<file path="src/psvt_pkg.sv">
// Constants, field layout and state type for the status and input-voltage slice.
// Assumes a 250 MHz core clock and a command engine that decodes the bus.
package psvt_pkg;

  localparam int NDEV = 4;
  localparam int DEV_W = 2;
  localparam int CTRL_DEV = 0;

  localparam logic [7:0] CMD_OTHER = 8'h7f;
  localparam logic [7:0] CMD_VENDOR = 8'h80;
  localparam logic [7:0] CMD_VIN = 8'h88;
  localparam logic [7:0] PHASE_ALL = 8'hff;

  // Other-status layout
  localparam int OTH_FIRST_BIT = 0;

  // Vendor status byte layout
  localparam int VS_POR_BIT = 7;
  localparam int VS_SELF_BIT = 6;
  localparam int VS_RESTART_BIT = 3;
  localparam int VS_BCX_BIT = 2;
  localparam int VS_SYNC_BIT = 1;

  // Packed latched flags kept per device
  localparam int VF_POR = 3;
  localparam int VF_RESTART = 2;
  localparam int VF_BCX = 1;
  localparam int VF_SYNC = 0;

  // Signed linear word fields
  localparam int LIN_EXP_LSB = 11;
  localparam int LIN_MAN_MSB = 10;

  // Values after reset
  localparam logic FIRST_RST = 1'b0;
  localparam logic [3:0] VFLAG_RST = 4'h0;
  localparam logic [15:0] VIN_RST = 16'h0000;
  localparam logic [15:0] RDATA_RST = 16'h0000;

  // Timing
  localparam int CLK_PERIOD_PS = 4000;
  localparam int VIN_REFRESH_MS = 1;
  localparam int VIN_REFRESH_CYC_DEF = (VIN_REFRESH_MS * 1000000000) / CLK_PERIOD_PS;
  localparam int TICK_W = 18;
  localparam int SYNC_TIMEOUT_NS = 1000;
  localparam int SYNC_TIMEOUT_CYC = (SYNC_TIMEOUT_NS * 1000) / CLK_PERIOD_PS;
  localparam int IDLE_W = 10;

  typedef struct packed {
    logic [NDEV-1:0][3:0] vflag;
    logic first;
    logic alert;
    logic [NDEV-1:0][15:0] vin;
    logic [TICK_W-1:0] tick;
    logic [IDLE_W-1:0] sync_idle;
    logic sync_prev;
    logic [15:0] rdata;
    logic rvalid;
    logic hit;
    logic ivc;
    logic other_sum;
    logic vendor_sum;
  } psvt_state_t;

endpackage : psvt_pkg

</file>
<file path="src/psvt_regs.sv">
// Other-status, vendor status and input-voltage reading commands.
// Assumes a command engine on the same clock hands over decoded reads and
// writes one per request, and that flag sources run on the same clock.
`timescale 1ns/1ps
module psvt_regs #(
  parameter int VIN_REFRESH_CYC = psvt_pkg::VIN_REFRESH_CYC_DEF
) (
  input wire logic clk_i,
  input wire logic rst_n_i,
  // Command request from the bus engine
  input wire logic cmd_valid_i,
  input wire logic cmd_write_i,
  input wire logic [7:0] cmd_code_i,
  input wire logic [7:0] cmd_wdata_i,
  input wire logic [7:0] phase_i,
  input wire logic clear_faults_i,
  // Power-on checks of the controller
  input wire logic trim_check_bad_i,
  input wire logic store_checksum_bad_i,
  input wire logic strap_detect_bad_i,
  input wire logic self_check_busy_i,
  input wire logic [psvt_pkg::NDEV-1:0] follower_expected_i,
  input wire logic [psvt_pkg::NDEV-1:0] follower_responded_i,
  // Per-device fault events, one-cycle pulses
  input wire logic [psvt_pkg::NDEV-1:0] output_restart_event_i,
  input wire logic [psvt_pkg::NDEV-1:0] back_channel_fault_i,
  input wire logic [psvt_pkg::NDEV-1:0] sync_fault_i,
  // Frequency sync input pin and its watchdog enable
  input wire logic sync_clk_i,
  input wire logic sync_check_en_i,
  // Shared alert line and mask bits from the alert mask command
  input wire logic alert_line_n_i,
  input wire logic [7:0] alert_mask_i,
  // Measured rails, one word per device, signed linear format
  input wire logic [psvt_pkg::NDEV-1:0][15:0] power_input_rail_i,
  // Answers
  output logic [15:0] rdata_o,
  output logic rvalid_o,
  output logic cmd_hit_o,
  output logic ivc_set_o,
  output logic other_summary_o,
  output logic vendor_summary_o,
  output logic alert_req_o
);

  import psvt_pkg::*;

  localparam logic [TICK_W-1:0] TICK_LAST = TICK_W'(VIN_REFRESH_CYC - 1);
  localparam logic [IDLE_W-1:0] IDLE_LAST = IDLE_W'(SYNC_TIMEOUT_CYC - 1);
  localparam logic [IDLE_W-1:0] IDLE_MAX = IDLE_W'(SYNC_TIMEOUT_CYC);

  psvt_state_t s_r;
  psvt_state_t s_nxt;

  logic [1:0] pin_q;
  logic sync_lvl;
  logic alert_line_n;

  // Sync clock idles low, the alert line idles high
  psvt_sync #(
    .W(2),
    .RST_VAL(2'h2)
  ) u_pin_sync (
    .clk_i(clk_i),
    .rst_n_i(rst_n_i),
    .d_i({alert_line_n_i, sync_clk_i}),
    .q_o(pin_q)
  );

  assign sync_lvl = pin_q[0];
  assign alert_line_n = pin_q[1];

  // Places the latched flags and the live bit into the vendor byte
  function automatic logic [7:0] vendor_byte(input logic [3:0] f, input logic live);
    logic [7:0] b;
    b = 8'h00;
    b[VS_POR_BIT] = f[VF_POR];
    b[VS_SELF_BIT] = live;
    b[VS_RESTART_BIT] = f[VF_RESTART];
    b[VS_BCX_BIT] = f[VF_BCX];
    b[VS_SYNC_BIT] = f[VF_SYNC];
    return b;
  endfunction : vendor_byte

  // Gathers the clear mask of a vendor write in flag order
  function automatic logic [3:0] vendor_clear(input logic [7:0] w);
    logic [3:0] c;
    c = 4'h0;
    c[VF_POR] = w[VS_POR_BIT];
    c[VF_RESTART] = w[VS_RESTART_BIT];
    c[VF_BCX] = w[VS_BCX_BIT];
    c[VF_SYNC] = w[VS_SYNC_BIT];
    return c;
  endfunction : vendor_clear

  // Request decode, shared by the read answer and the write side effects
  logic rd_req;
  logic wr_req;
  logic wr_other;
  logic wr_vendor;

  assign rd_req = cmd_valid_i & ~cmd_write_i;
  assign wr_req = cmd_valid_i & cmd_write_i;
  assign wr_other = wr_req & (cmd_code_i == CMD_OTHER);
  assign wr_vendor = wr_req & (cmd_code_i == CMD_VENDOR);

  logic phase_all;
  logic phase_ok;
  logic [DEV_W-1:0] sel_dev;

  // Phase FFh addresses the loop controller for reads and all devices for clears
  assign phase_all = (phase_i == PHASE_ALL);
  // Vendor and voltage reads at phases beyond the stack return zero; vendor writes there clear nothing
  assign phase_ok = phase_all | (phase_i < 8'(NDEV));
  assign sel_dev = phase_all ? DEV_W'(CTRL_DEV) : phase_i[DEV_W-1:0];

  logic por_bad;
  logic self_live;

  assign por_bad = trim_check_bad_i | store_checksum_bad_i | strap_detect_bad_i;
  // Live, never stored: reflects the checks as they stand now
  assign self_live = self_check_busy_i |
    (|(follower_expected_i & ~follower_responded_i));

  logic sync_edge;
  logic sync_timeout;

  // Watchdog on the sync input: missing edges while enabled count as a fault
  assign sync_edge = sync_lvl & ~s_r.sync_prev;
  // Fires once per outage, as the idle count parks at its end value
  assign sync_timeout = sync_check_en_i & ~sync_edge & (s_r.sync_idle == IDLE_LAST);

  // Alert mask and write data, both gathered into flag order
  logic [3:0] alert_mask_f;
  logic [3:0] wr_clr;

  assign alert_mask_f = vendor_clear(alert_mask_i);
  // Unsupported positions drop out here, so writing them has no effect
  assign wr_clr = vendor_clear(cmd_wdata_i);

  logic [NDEV-1:0][3:0] dev_set;
  logic [NDEV-1:0][3:0] dev_clr;
  logic [NDEV-1:0][3:0] dev_next;
  logic [NDEV-1:0] dev_wr;
  logic [NDEV-1:0] dev_alert;

  // One slice per stacked device; the latched power-on checks and the sync
  // watchdog belong to the loop controller only
  for (genvar g = 0; g < NDEV; g++) begin : g_dev
    localparam logic IS_CTRL = (g == CTRL_DEV);

    // Phase FFh clears every device, a numbered phase only its own
    assign dev_wr[g] = wr_vendor & (phase_all | (phase_ok & (sel_dev == DEV_W'(g))));

    assign dev_set[g][VF_POR] = IS_CTRL & por_bad;
    assign dev_set[g][VF_RESTART] = output_restart_event_i[g];
    assign dev_set[g][VF_BCX] = back_channel_fault_i[g];
    assign dev_set[g][VF_SYNC] = sync_fault_i[g] | (IS_CTRL & sync_timeout);

    // Clear-faults reaches every device whatever the phase
    assign dev_clr[g] = clear_faults_i ? 4'hf : (dev_wr[g] ? wr_clr : 4'h0);

    // A set in the clearing cycle wins so that no event is lost
    assign dev_next[g] = (s_r.vflag[g] & ~dev_clr[g]) | dev_set[g];
    assign dev_alert[g] = |(dev_next[g] & ~alert_mask_f);
  end

  logic alert_rise;
  logic first_set;
  logic first_clr;

  // First to alert: our request rises while the shared line is still idle
  assign alert_rise = (|dev_alert) & ~s_r.alert;
  assign first_set = alert_rise & alert_line_n;
  // Not alertable itself; cleared only by writing one or by clear-faults
  assign first_clr = clear_faults_i | (wr_other & cmd_wdata_i[OTH_FIRST_BIT]);

  always_comb begin
    s_nxt = s_r;

    // Edge history and idle count of the sync watchdog
    s_nxt.sync_prev = sync_lvl;
    if (!sync_check_en_i || sync_edge) begin
      s_nxt.sync_idle = '0;
    end else if (s_r.sync_idle != IDLE_MAX) begin
      s_nxt.sync_idle = s_r.sync_idle + IDLE_W'(1);
    end

    // Readings are snapshots so a read never sees a half-updated word
    if (s_r.tick == TICK_LAST) begin
      s_nxt.tick = '0;
      s_nxt.vin = power_input_rail_i;
    end else begin
      s_nxt.tick = s_r.tick + TICK_W'(1);
    end

    // Latched flags and the alert request they raise
    s_nxt.vflag = dev_next;
    s_nxt.alert = |dev_alert;
    s_nxt.first = (s_r.first & ~first_clr) | first_set;

    // Summaries follow the bits they cover, both on set and on clear
    s_nxt.other_sum = s_nxt.first;
    s_nxt.vendor_sum = phase_ok & (|dev_next[sel_dev]);

    // Command answers, one cycle after the request
    s_nxt.rvalid = 1'b0;
    s_nxt.hit = 1'b0;
    s_nxt.ivc = 1'b0;
    if (rd_req) begin
      s_nxt.rvalid = 1'b1;
      s_nxt.rdata = RDATA_RST;
      case (cmd_code_i)
        CMD_OTHER: begin
          s_nxt.hit = 1'b1;
          s_nxt.rdata = {15'h0000, s_r.first};
        end
        CMD_VENDOR: begin
          s_nxt.hit = 1'b1;
          if (phase_ok) begin
            s_nxt.rdata = {8'h00, vendor_byte(s_r.vflag[sel_dev], self_live)};
          end
        end
        CMD_VIN: begin
          s_nxt.hit = 1'b1;
          // Word passes through whole: exponent over mantissa as measured
          if (phase_ok) begin
            s_nxt.rdata = s_r.vin[sel_dev];
          end
        end
        default: begin
          s_nxt.rvalid = 1'b0;
        end
      endcase
    end else if (wr_req) begin
      case (cmd_code_i)
        CMD_OTHER: begin
          s_nxt.hit = 1'b1;
        end
        CMD_VENDOR: begin
          s_nxt.hit = 1'b1;
        end
        CMD_VIN: begin
          s_nxt.hit = 1'b1;
          s_nxt.ivc = 1'b1;
        end
        default: begin
          s_nxt.hit = 1'b0;
        end
      endcase
    end
  end

  always_ff @(posedge clk_i) begin
    if (!rst_n_i) begin
      s_r.vflag <= {NDEV{VFLAG_RST}};
      s_r.first <= FIRST_RST;
      s_r.alert <= 1'b0;
      s_r.vin <= {NDEV{VIN_RST}};
      s_r.tick <= '0;
      s_r.sync_idle <= '0;
      s_r.sync_prev <= 1'b0;
      s_r.rdata <= RDATA_RST;
      s_r.rvalid <= 1'b0;
      s_r.hit <= 1'b0;
      s_r.ivc <= 1'b0;
      s_r.other_sum <= 1'b0;
      s_r.vendor_sum <= 1'b0;
    end else begin
      s_r <= s_nxt;
    end
  end

  assign rdata_o = s_r.rdata;
  assign rvalid_o = s_r.rvalid;
  assign cmd_hit_o = s_r.hit;
  assign ivc_set_o = s_r.ivc;
  assign other_summary_o = s_r.other_sum;
  assign vendor_summary_o = s_r.vendor_sum;
  assign alert_req_o = s_r.alert;

endmodule : psvt_regs

</file>
<file path="src/psvt_sync.sv">
// Two-stage synchroniser for levels arriving from outside the core clock.
// Assumes the reset value matches the idle level of each input.
`timescale 1ns/1ps
module psvt_sync #(
  parameter int W = 2,
  parameter logic [W-1:0] RST_VAL = '0
) (
  input wire logic clk_i,
  input wire logic rst_n_i,
  input wire logic [W-1:0] d_i,
  output logic [W-1:0] q_o
);

  typedef struct packed {
    logic [W-1:0] meta;
    logic [W-1:0] stable;
  } psvt_sync_st_t;

  psvt_sync_st_t s_r;
  psvt_sync_st_t s_nxt;

  // First stage feeds only the second stage
  always_comb begin
    s_nxt = s_r;
    s_nxt.meta = d_i;
    s_nxt.stable = s_r.meta;
  end

  always_ff @(posedge clk_i) begin
    if (!rst_n_i) begin
      s_r <= {RST_VAL, RST_VAL};
    end else begin
      s_r <= s_nxt;
    end
  end

  assign q_o = s_r.stable;

endmodule : psvt_sync

</file>
<file path="config.mk">
export PLATFORM = sky130hd
export DESIGN_NAME = psvt_regs
export DESIGN_NICKNAME = d
export VERILOG_FILES = /design/src/psvt_pkg.sv /design/src/psvt_regs.sv /design/src/psvt_sync.sv
export SDC_FILE = /design/constraint.sdc
export NUM_CORES = 1
export LEC_CHECK = 0
export ABC_CLOCK_PERIOD_IN_PS = 5750
export CAP_MARGIN = 20
export CORE_MARGIN = 2
export CORE_UTILIZATION = 30
export DETAILED_ROUTE_END_ITERATION = 8
export DONT_BUFFER_PORTS = 1
export SYNTH_ARGS = -nofsm -noshare
export SYNTH_HDL_FRONTEND = slang
export SYNTH_SLANG_ARGS = --single-unit
</file>
<file path="constraint.sdc">
create_clock -name clk_i -period 5.75 [get_ports clk_i]
set_clock_uncertainty 0.1 [all_clocks]
set_input_delay 1.15 -clock clk_i [delete_from_list [all_inputs] [get_ports clk_i]]
set_output_delay 1.15 -clock clk_i [all_outputs]
set_load 0.05 [all_outputs]
</file>
; Yosys cells after proc, flatten, opt, wreduce, memory -nomap -nowiden
; Cells that the tools add are included.
; W data, S select, Z words.
[word_totals]
register_bits = 135
input_bits = 128
output_inout_bits = 22
elab_cells = 124
[op_classes]
add_sub_neg = 2
n_lt_le_gt_ge = 2
eq_ne = 10
n_mux = 22
bitwise_logic = 57
reduce_logical = 11
[ops]
columns = op, n
row1 = $pmux W16 S3, 1
row2 = $mux W4, 10
row3 = $and A4 B4 Y4, 9
row4 = $bmux W16 S2, 1
row5 = $mux W16, 2
row6 = $eq A8 B8 Y1 const B, 3
row7 = $not A4 Y4, 6
row8 = $and A1 B1 Y1, 20
row9 = $add A18 B1 Y18 const B, 1
row10 = $eq A18 B18 Y1 const B, 1
row11 = $bmux W4 S2, 2
row12 = $reduce_or A16 Y1, 1
row13 = $or A4 B3 Y4, 3
row14 = $or A1 B1 Y1, 11
row15 = $add A10 B1 Y10 const B, 1
row16 = $eq A10 B8 Y1 const B, 1
row17 = $ne A10 B8 Y1 const B, 1
row18 = $eq A8 B7 Y1 const B, 1
row19 = $lt A8 B3 Y1 const B, 1
row20 = $mux W8, 1
row21 = $reduce_or A4 Y1, 2
row22 = $not A1 Y1, 7
row23 = $reduce_or A3 Y1, 2
row24 = $eq A2 B2 Y1 const B, 2
row25 = 10 further kinds, 14

; Depth between registers and ports, before layout
; Gate-level depths: netlist of run 1.
[depth]
ltp_word = 16
depth_mapped = 10
depth_no_buf = 7

; Cells and area by module
; A second synthesis of run 1 with hierarchy kept.
[unflattened]
cells_unflattened = 786
hier_area_um2 = 6060.8
[by_module_without_submodules]
columns = module, instances, cells_per_inst, area_each_um2, seq_area_each_um2
row1 = psvt_regs, 1, 778, 5955.7, 2622.5
row2 = psvt_sync, 1, 8, 105.1, 80.1

; Least setup slack after synthesis of run 1
; OpenSTA, ideal clock, no wires.
[synth_timing]
path_kind = input to register
from = input cmd_code_i[4]
to = register s_r[115] (netlist name)
setup_time_ps = 125
t_arrival_ps = 3090
t_required_ps = 5525
slack_ps = 2436
cell_stages = 8
n_path_buf = 1
path_cell_list = or4b_4 -> nor4_4 -> buf_6 -> nand4_1 -> a31oi_1 -> a41oi_1 -> nor4_2 -> o21ai_1
[synth_between]
elab_chain_len = 13
word_cells_on_any_way = 40
classes_between = eq/ne (2) / mux (8) / bitwise (29) / reduce/logical (1)
[synth_lines]
columns = element, line
row1 = start: declaration, psvt_regs.sv:13  ; input wire logic [7:0] cmd_code_i,
row2 = $eq A8 B8 Y1, psvt_regs.sv:105  ; assign wr_vendor = wr_req & (cmd_code_i == CMD_VENDOR);
row3 = $and A1 B1 Y1, psvt_regs.sv:105
row4 = $and A1 B1 Y1, psvt_regs.sv:153  ; assign dev_wr[g] = wr_vendor & (phase_all | (phase_ok & (sel_dev == DEV_W'(g))));
row5 = $mux W4 (2 in a row), psvt_regs.sv:161  ; assign dev_clr[g] = clear_faults_i ? 4'hf : (dev_wr[g] ? wr_clr : 4'h0);
row6 = $not A4 Y4, psvt_regs.sv:164  ; assign dev_next[g] = (s_r.vflag[g] & ~dev_clr[g]) | dev_set[g];
row7 = $and A4 B4 Y4, psvt_regs.sv:164
row8 = $or A4 B4 Y4 / $or A4 B3 Y4 (equally long branches), psvt_regs.sv:164
row9 = $and A4 B4 Y4, psvt_regs.sv:165  ; assign dev_alert[g] = |(dev_next[g] & ~alert_mask_f);
row10 = $reduce_or A16 Y1, psvt_regs.sv:173  ; assign alert_rise = (|dev_alert) & ~s_r.alert;
row11 = $and A1 B1 Y1, psvt_regs.sv:173
row12 = $and A1 B1 Y1, psvt_regs.sv:174  ; assign first_set = alert_rise & alert_line_n;
row13 = $or A1 B1 Y1 (*), psvt_regs.sv:200  ; s_nxt.first = (s_r.first & ~first_clr) | first_set;
row14 = end signal: assignment, psvt_regs.sv:270  ; s_r <= s_nxt;
row15 = end: declaration, psvt_regs.sv:52  ; psvt_state_t s_r;
; Every way passes the cells marked *; elsewhere a longest branch is shown, timed or not.
; A chain may end at the register's enable or synchronous reset.

; Worst setup path after layout of run 1
; Ends and elaborated chain as after synthesis.

==> results of run 1 <==
==> final cells by class <==
class                      instances  area [um2]
inverter                          22       82.58
timing repair buffer               6       45.04
multi-input combinational        533        2861
clock buffer                      17       425.4
clock inverter                    15       167.7
fill                            2084       12850
sequential                       135        2703
tap                              265       331.6
==> final timing paths <==
check,end,startpoint,depth (start not counted),slack [ns]
worst max-delay path,s_r[115],cmd_code_i[4],7,2.19
worst min-delay path,u_pin_sync.q_o[0],u_pin_sync.s_nxt[0],1,0.34
worst max register to register,s_r[38],s_r[38],6,2.94
worst min register to register,u_pin_sync.q_o[0],u_pin_sync.s_nxt[0],1,0.34
==> state kept, by name (all words and copies together), names as in the netlist <==
signal	flops
rdata_o	16
s_r	110
ivc_set_o	1
rvalid_o	1
u_pin_sync.s_nxt	2
cmd_hit_o	1
vendor_summary_o	1
alert_req_o	1
u_pin_sync.q_o	2
==> layer usage <==
layer	vias to the layer above	share of wire
li1	2500	-
met1	2357	0.46
met3	14	0.071
met5	-	0.00076
met2	152	0.46
met4	2	0.013
==> power by group <==
part	internal, mW	leakage (nW)	switching [mW]
logic	0.0232	0.695	0.0476
clock network	0.649	0.284	0.448
registers	0.946	1.09	0.0119
total	1.62	2.07	0.508
==> layout by cell type (no fill, tap or decap), types with 6 or more instances in the layout <==
cell type and count:
o21ai_0 8, xor2_1 9, inv_1 20, buf_4 6, dfxtp_1 135, o22ai_1 13
nand3_1 21, a21oi_1 87, nand2_1 180, nor2_1 71, xnor2_1 12, a31oi_1 12
and2_1 6, a222oi_1 8, o21ai_1 8, clkbuf_16 17, o211ai_1 12, a22oi_1 11
nand4_1 13
==> stage by stage <==
step                total power [mW]  cell area, um2  hold WS (ns)  utilization  std cells
floorplan                      1.038            5949        0.2863            -        748
detailed placement             1.049            6023        0.3011       0.3095        961
finish                         2.126            6616        0.3394       0.3400        993
global route                   2.201            6616        0.3551       0.3400        993
global placement               1.050            6023        0.3122       0.3095        961
CTS                            2.148            6616        0.3396       0.3400        993
==> kinds of logic (layout without fill, tap and decap cells) <==
group	Yosys count	in the layout
AOI/OAI and AO/OA	179	179
xor gates and xnor gates	21	21
adders and majority gates	4	4
buffers and inverters	80	60
DFF	135	135
muxes	5	5
and+or+nand+nor	324	324
==> impl_metrics.ini, run 1 <==
[run_status]
run_status = finished clean

[yosys]
synth_top_family_by_area = simple AND/OR/NAND/NOR gates
synthTopCellsByArea = dfxtp_1, nand2_1, a21oi_1
synth_most_common_cell = nand2_1
synth_warnings = 0
synth_area_leader_cell = dfxtp_1
yosys.area.top_type_share = 0.4543
synth_common_cells = nand2_1, dfxtp_1, a21oi_1
ys_types = 61
yosys.area_share.simple = 0.2448
synth_ff_type = dfxtp_1
syn_area_per_cell_um2 = 7.954
synth_compound_area_frac = 0.1865
synthAdderAreaFrac = 0.008412
synth_edf_count = 0
yosysSeqAreaShare = 0.4543
synth_cells = 748
synthesis.nets = 880
netlist_area_mm2 = 0.005949
synth_xor_area_frac = 0.03091
synth_seq_cells = 135
synth_mux_area_frac = 0.008623
async_flop_share = 0

[timing]
rsz0062_at_grt = false
setup_viol = 0
tns_ns = 0
drv_slew = 0
period_share = 0.6194
slew_headroom = 0.3135
period_minus_slack_ns = 3.561
worstMarginPinSlew_ns = 1.026
timing.fmax_mhz = 280.8
fin_ws_ns = 2.189
hold_viol_final = 0

[floorplanning]
ios = 150
floorplan.initialDensity = 0.3057
core-area_mm2 = 0.01946
die_w_um = 144.8
die_h_um = 144.8
die_area_mm2 = 0.02097
rows = 51

[worst_setup_path]
cp_max_fo = 14
max_stage_delay_ns = 0.69
criticalPathCategory = input port to register
crit_required_ns = 5.95
cp_slowest_cell = nor4_4
cp_num_buf_inv = 0
cp_top_family = simple AND/OR/NAND/NOR gates
cp-end-kind = register
cp-start-kind = input port
worst-endpoint-arrival_ns = 3.76
crit_chain = or4b_4 -> nor4_4 -> nand2_1 -> o311ai_1 -> a41oi_1 -> nor4_2 -> o21ai_1

[job]
cap_violations = 0

[place]
globalplace.congestion = 0.8895
portBuffers = 0
pre_cts_slack_ns = 1.821
dpl.hpwl_um = 12130

[drt]
drcViolationCount = 0
ant_nets = 0
drt-pass1-iter-count = 7
drtIter0Drc = 295
viasPerCell = 5.060
routedWlPerCell_um = 17.23
vias = 5025
routed_wl_um = 17110

[power_and_ir_drop]
p_per_area_mw_per_mm2 = 321.3
p_leak_nw = 2.073
peakVddDrop_mv = 0.1729

[clocking]
cts_root_buf = clkbuf_16
clk_pin_slew_ns = 0.06
ctsHoldBuffers = 0
numClockSinks = 135
cts_resized = 0
cts.path.max_buffers = 2
numCtsBuffers = 17
clkLatencyLatePin_ns = 0.42
cts_setup_buffers = 0
htreeDepth = 4
cts_tree = done

[global_routing]
globalRouteMet1Util = 0.2265
grt_max_degree = 67
grt_use_met2 = 0.2527
grt-ovfl-total = 0
antenna_found_initial = 1
grt_pass1_vias = 4684
busiest_layer = met2
use_met3 = 0.04607
grt_pass1_wl_um = 26030
grt_usage = 0.1647

[finish]
layout-drive-gt1-share = 0.07555
diodes = 0
syn_to_final_growth_pct = 11.21
layout.nets = 847

[min_path]
hp-class = register to register
Note: power is estimated with default switching activity, not from simulation.
==> inputs of run 2 (changes only) <==
ABC_CLOCK_PERIOD_IN_PS = 3500   (was 5750)
clock period = 3.5 ns   (was 5.75 ns; I/O delays follow)
==> run 2 against run 1 <==
  * Final area up 2.4%
  * First-iteration DRC count up 13%
  * Clock power up 92%
  * Routed wire length up 0.94%
  * Register-to-register slack worse by 2.1 ns
  * Critical endpoint unchanged
  * Largest power group unchanged
  * Highest routed layer is now met4
==> impl_metrics.ini, run 2 (synthesis gave the netlist of run 1 again) <==
[run_status]
run_status = finished clean

[drt]
routed_wl_um = 17270
drcViolationCount = 0
viasPerCell = 5.088
routedWlPerCell_um = 17.27
drtIter0Drc = 332
drt-pass1-iter-count = 5
vias = 5088
ant_nets = 0

[min_path]
min_from = rst_n_i
hp-class = input port to register

[timing]
period_minus_slack_ns = 2.749
setup_viol = 0
tns_ns = 0
holdWs_ns = 0.2666
drv_slew = 0
rsz0062_at_grt = false
period_share = 0.7853
worstMarginPinSlew_ns = 0.7995
timing.fmax_mhz = 363.8
hold_viol_final = 0
slew_headroom = 0.4662

[global_routing]
grt_usage = 0.1661
grt-ovfl-total = 0
grt_pass1_vias = 4689
antenna_found_initial = 1
grt_max_degree = 65
grt_pass1_wl_um = 26350

[floorplanning]
die_area_mm2 = 0.02097
rows = 51
die_h_um = 144.8
ios = 150
floorplan.initialDensity = 0.3057
die_w_um = 144.8
core-area_mm2 = 0.01946

[clocking]
cts.path.max_buffers = 2
clk_pin_slew_ns = 0.06
cts_setup_buffers = 0
cts_resized = 0
numClockSinks = 135
ctsHoldBuffers = 0
htreeDepth = 4
clkLatencyLatePin_ns = 0.42
cts_root_buf = clkbuf_16
numCtsBuffers = 17
cts_tree = done

[worst_setup_path]
criticalPathCategory = input port to register
cp-startpoint = phase_i[4]
cp_max_fo = 5
crit_required_ns = 3.69
cp-end-kind = register
worst-endpoint-arrival_ns = 2.94
reg2reg_from = s_r[38]
cp-start-kind = input port

[place]
portBuffers = 0
globalplace.congestion = 0.8813
dpl.hpwl_um = 12360

[finish]
mostFrequentLayoutCells = nand2_1, dfxtp_1, a21oi_1, nor2_1, nand3_1
fillerInstances = 2035
largest-register = s_r
layout.cells.most_common = nand2_1
syn_to_final_growth_pct = 13.86
largest_reg_flops = 110
final_util = 0.3481
layout-drive-gt1-share = 0.08311
layout.nets = 853

[power_and_ir_drop]
p_leak_nw = 2.163
p_per_area_mw_per_mm2 = 560.9
peakVddDrop_mv = 0.3241

[job]
cap_violations = 0
[run 2: cell types whose count changed in the layout (fill, tap and decap cells not counted), sizes merged, moves of 2 or more]
| cell | previous run | this run |
|---|---|---|
| buf | 6 | 12 |
| bufinv | 2 | 6 |
| clkbuf | 17 | 19 |
| clkinv | 5 | 3 |
| clkinvlp | 3 | 0 |
[run 2: power by group]
part / internal (mW) / switching (mW) / leakage, nW
sequential: 1.56 / 0.0202 / 1.09
combinational: 0.0404 / 0.0784 / 0.730
clock: 1.39 / 0.719 / 0.339
total: 2.98 / 0.818 / 2.16
[run 2: worst max-delay path: stages]
cell      delay, ns
or4_4          0.57
nor4_2         0.51
o211ai_1       0.14
a31oi_1        0.29
a41oi_1        0.23
nor4_2         0.39
o21ai_1        0.11
[run 2: per-stage QoR]
step / total power, mW / worst slack, ns / cell area (um2) / std cells
floorplan: 1.705 / 0.6358 / 5949 / 748
finish: 3.800 / 0.7515 / 6774 / 1000
global placement: 1.727 / 0.3953 / 6081 / 967
global route: 3.920 / 0.6137 / 6771 / 999
detailed placement: 1.727 / 0.3660 / 6081 / 967
CTS: 3.831 / 0.7646 / 6771 / 999
[run 2: final cells by class]
cell class                 count  area [um2]  share of cell area
inverter                      22       82.58             0.01219
multi-input combinational    533        2861              0.4224
timing repair buffer          12       102.6             0.01515
clock buffer                  19       452.9             0.06686
antenna                        1       2.502           0.0003694
tap                          265       331.6             0.04895
clock inverter                13       237.7             0.03509
sequential                   135        2703              0.3990
[run 2: worst paths after layout]
path                             to  slack, ns  depth (start not counted)
setup / recovery           s_r[115]       0.75                          7
hold / removal    u_pin_sync.q_o[1]       0.27                          1
setup reg to reg            s_r[46]       0.80                          6
hold reg to reg   u_pin_sync.q_o[1]       0.32                          1
[run 2: routing by layer]
metal	part of all wire	global-route usage	up-vias	routed length, um
met3	0.082	0.04903	19	1421
met5	0	0	-	0
li1	-	-	2521	-
met1	0.44	0.2288	2380	7655
met2	0.46	0.2490	168	7965
met4	0.013	0.05314	0	231
==> inputs of run 3 (changes only) <==
ABC_CLOCK_PERIOD_IN_PS = 2700   (was 3500)
clock period = 2.7 ns   (was 3.5 ns; I/O delays follow)
==> run 3 against run 2 <==
  * Sequential share of layout area down 0.63 points
  * Sequential power up 29%
  * Register-to-register slack worse by 0.49 ns
  * Critical endpoint unchanged
  * Largest cell class unchanged
  * Global-route usage up 0.36 points
  * Flip-flop and latch count unchanged
  * Power up 19%
  * Die area unchanged
  * Final area up 1.6%
==> impl_metrics.ini, run 3 (synthesis gave the netlist of run 1 again) <==
[timing]
worstMarginPinSlew_ns = 1.030
period_minus_slack_ns = 2.531
tns_ns = 0
period_share = 0.9373
slew_headroom = 0.3109
rsz0062_at_grt = false
holdWs_ns = 0.1041
drv_slew = 0
setup_viol = 0
fin_ws_ns = 0.1692
timing.fmax_mhz = 395.1
hold_viol_final = 0

[drt]
routedWlPerCell_um = 17.01
ant_nets = 0
routed_wl_um = 17360
drcViolationCount = 0
vias = 5110
drt-pass1-iter-count = 5
viasPerCell = 5.005
drtIter0Drc = 331

[worst_setup_path]
crit_required_ns = 2.89
cp_top_family = simple AND/OR/NAND/NOR gates
cp-start-kind = input port
worst-endpoint-arrival_ns = 2.72
max_stage_delay_ns = 0.55
criticalPathCategory = input port to register
cp_slowest_cell = or4b_4
cp-end-kind = register
rrSetupSlack_ns = 0.31
cp_max_fo = 14
crit_chain = or4b_4 -> nor4_4 -> buf_12 -> nand2_1 -> o311ai_1 -> a41oi_1 -> nor4_2 -> o21ai_1
cp_num_buf_inv = 1

[job]
cap_violations = 0

[clocking]
htreeDepth = 4
clkLatencyLatePin_ns = 0.41
clk_pin_slew_ns = 0.05
cts_tree = done
cts_root_buf = clkbuf_16
numCtsBuffers = 17
numClockSinks = 135
cts.path.max_buffers = 2

[floorplanning]
rows = 51
die_h_um = 144.8
die_w_um = 144.8
core-area_mm2 = 0.01946
floorplan.initialDensity = 0.3057
die_area_mm2 = 0.02097
ios = 150

[global_routing]
grt_pass1_wl_um = 26880
grt-ovfl-total = 0
grt_max_degree = 93
grt_pass1_vias = 4844
grt_usage = 0.1696
antenna_found_initial = 1

[finish]
layout.cells.non_filler = 1021
layout-drive-gt1-share = 0.1098
layout.cells.most_common = nand2_1
layout.nets = 875
largest-register = s_r
diodes = 0
mostFrequentLayoutCells = nand2_1, dfxtp_1, a21oi_1, nor2_1, buf_4
largest_reg_flops = 110
syn_to_final_growth_pct = 15.69

[place]
dpl.hpwl_um = 12350
portBuffers = 0
pre_cts_slack_ns = -0.1960
place_inst = 989
globalplace.congestion = 0.9205

[power_and_ir_drop]
peakVddDrop_mv = 0.4209
total_power_mw = 4.532
p_per_area_mw_per_mm2 = 658.4
p_leak_nw = 2.223

[run_status]
run_status = finished clean

[min_path]
hp-class = input port to register
## run 3: changes by cell type in the layout (fill, tap and decap cells not counted)
cell	previous run	this run
buf_4	11	30
clkbuf_1	0	1
nor4b_2	1	2
bufinv_16	6	2
clkinv_2	1	3
diode_2	1	0
clkbuf_8	2	3
clkinvlp_4	0	4
buf_12	1	4
inv_6	5	1
nor4b_1	2	1
## run 3: repair_timing
item                       in CTS  in global routing
resized for setup               0                  1
setup endpoints to repair       0                  1
setup buffers                   0                  0
hold buffers                    0                  0
## run 3: layout make-up
type | count | area (um2)
clock buffer | 21 | 470.5
timing repair buffer | 34 | 305.3
multi-input combinational | 533 | 2868
inverter | 22 | 82.58
tap | 265 | 331.6
fill | 2068 | 12580
sequential | 135 | 2703
clock inverter | 11 | 122.6
## run 3: per-layer routing
layer / global-route usage / up-vias / part of all wire
li1: - / 2567 / -
met1: 0.2347 / 2366 / 0.47
met2: 0.2525 / 155 / 0.44
met3: 0.04344 / 22 / 0.071
met4: 0.06592 / 0 / 0.021
met5: 0 / - / 0
## run 3: worst paths after layout
kind | startpoint | end | depth (start not counted)
max | cmd_code_i[4] | s_r[115] | 8
min | rst_n_i | u_pin_sync.q_o[1] | 1
max reg2reg | s_r[38] | s_r[104] | 6
min reg2reg | u_pin_sync.s_nxt[0] | u_pin_sync.q_o[0] | 1
## run 3: worst register-to-register path: cells and delay by family, from the launching register on
family	cells	cell delay (ns)
AOI/OAI and AO/OA	1	0.06
and+or+nand+nor	4	1.45
DFF	1	0.35
buffers and inverters	1	0.31
## run 3: where the power goes
part	switching (mW)	leakage (nW)	internal [mW]
clock network	0.880	0.281	1.43
logic	0.106	0.848	0.0713
registers	0.0267	1.09	2.02
## run 3: metrics by stage
step,utilization,area (um2)
after floorplan,-,5949
final,0.3536,6883
after global placement,0.3229,6284
after detailed placement,0.3229,6284
after global routing,0.3536,6883
after CTS,0.3533,6877
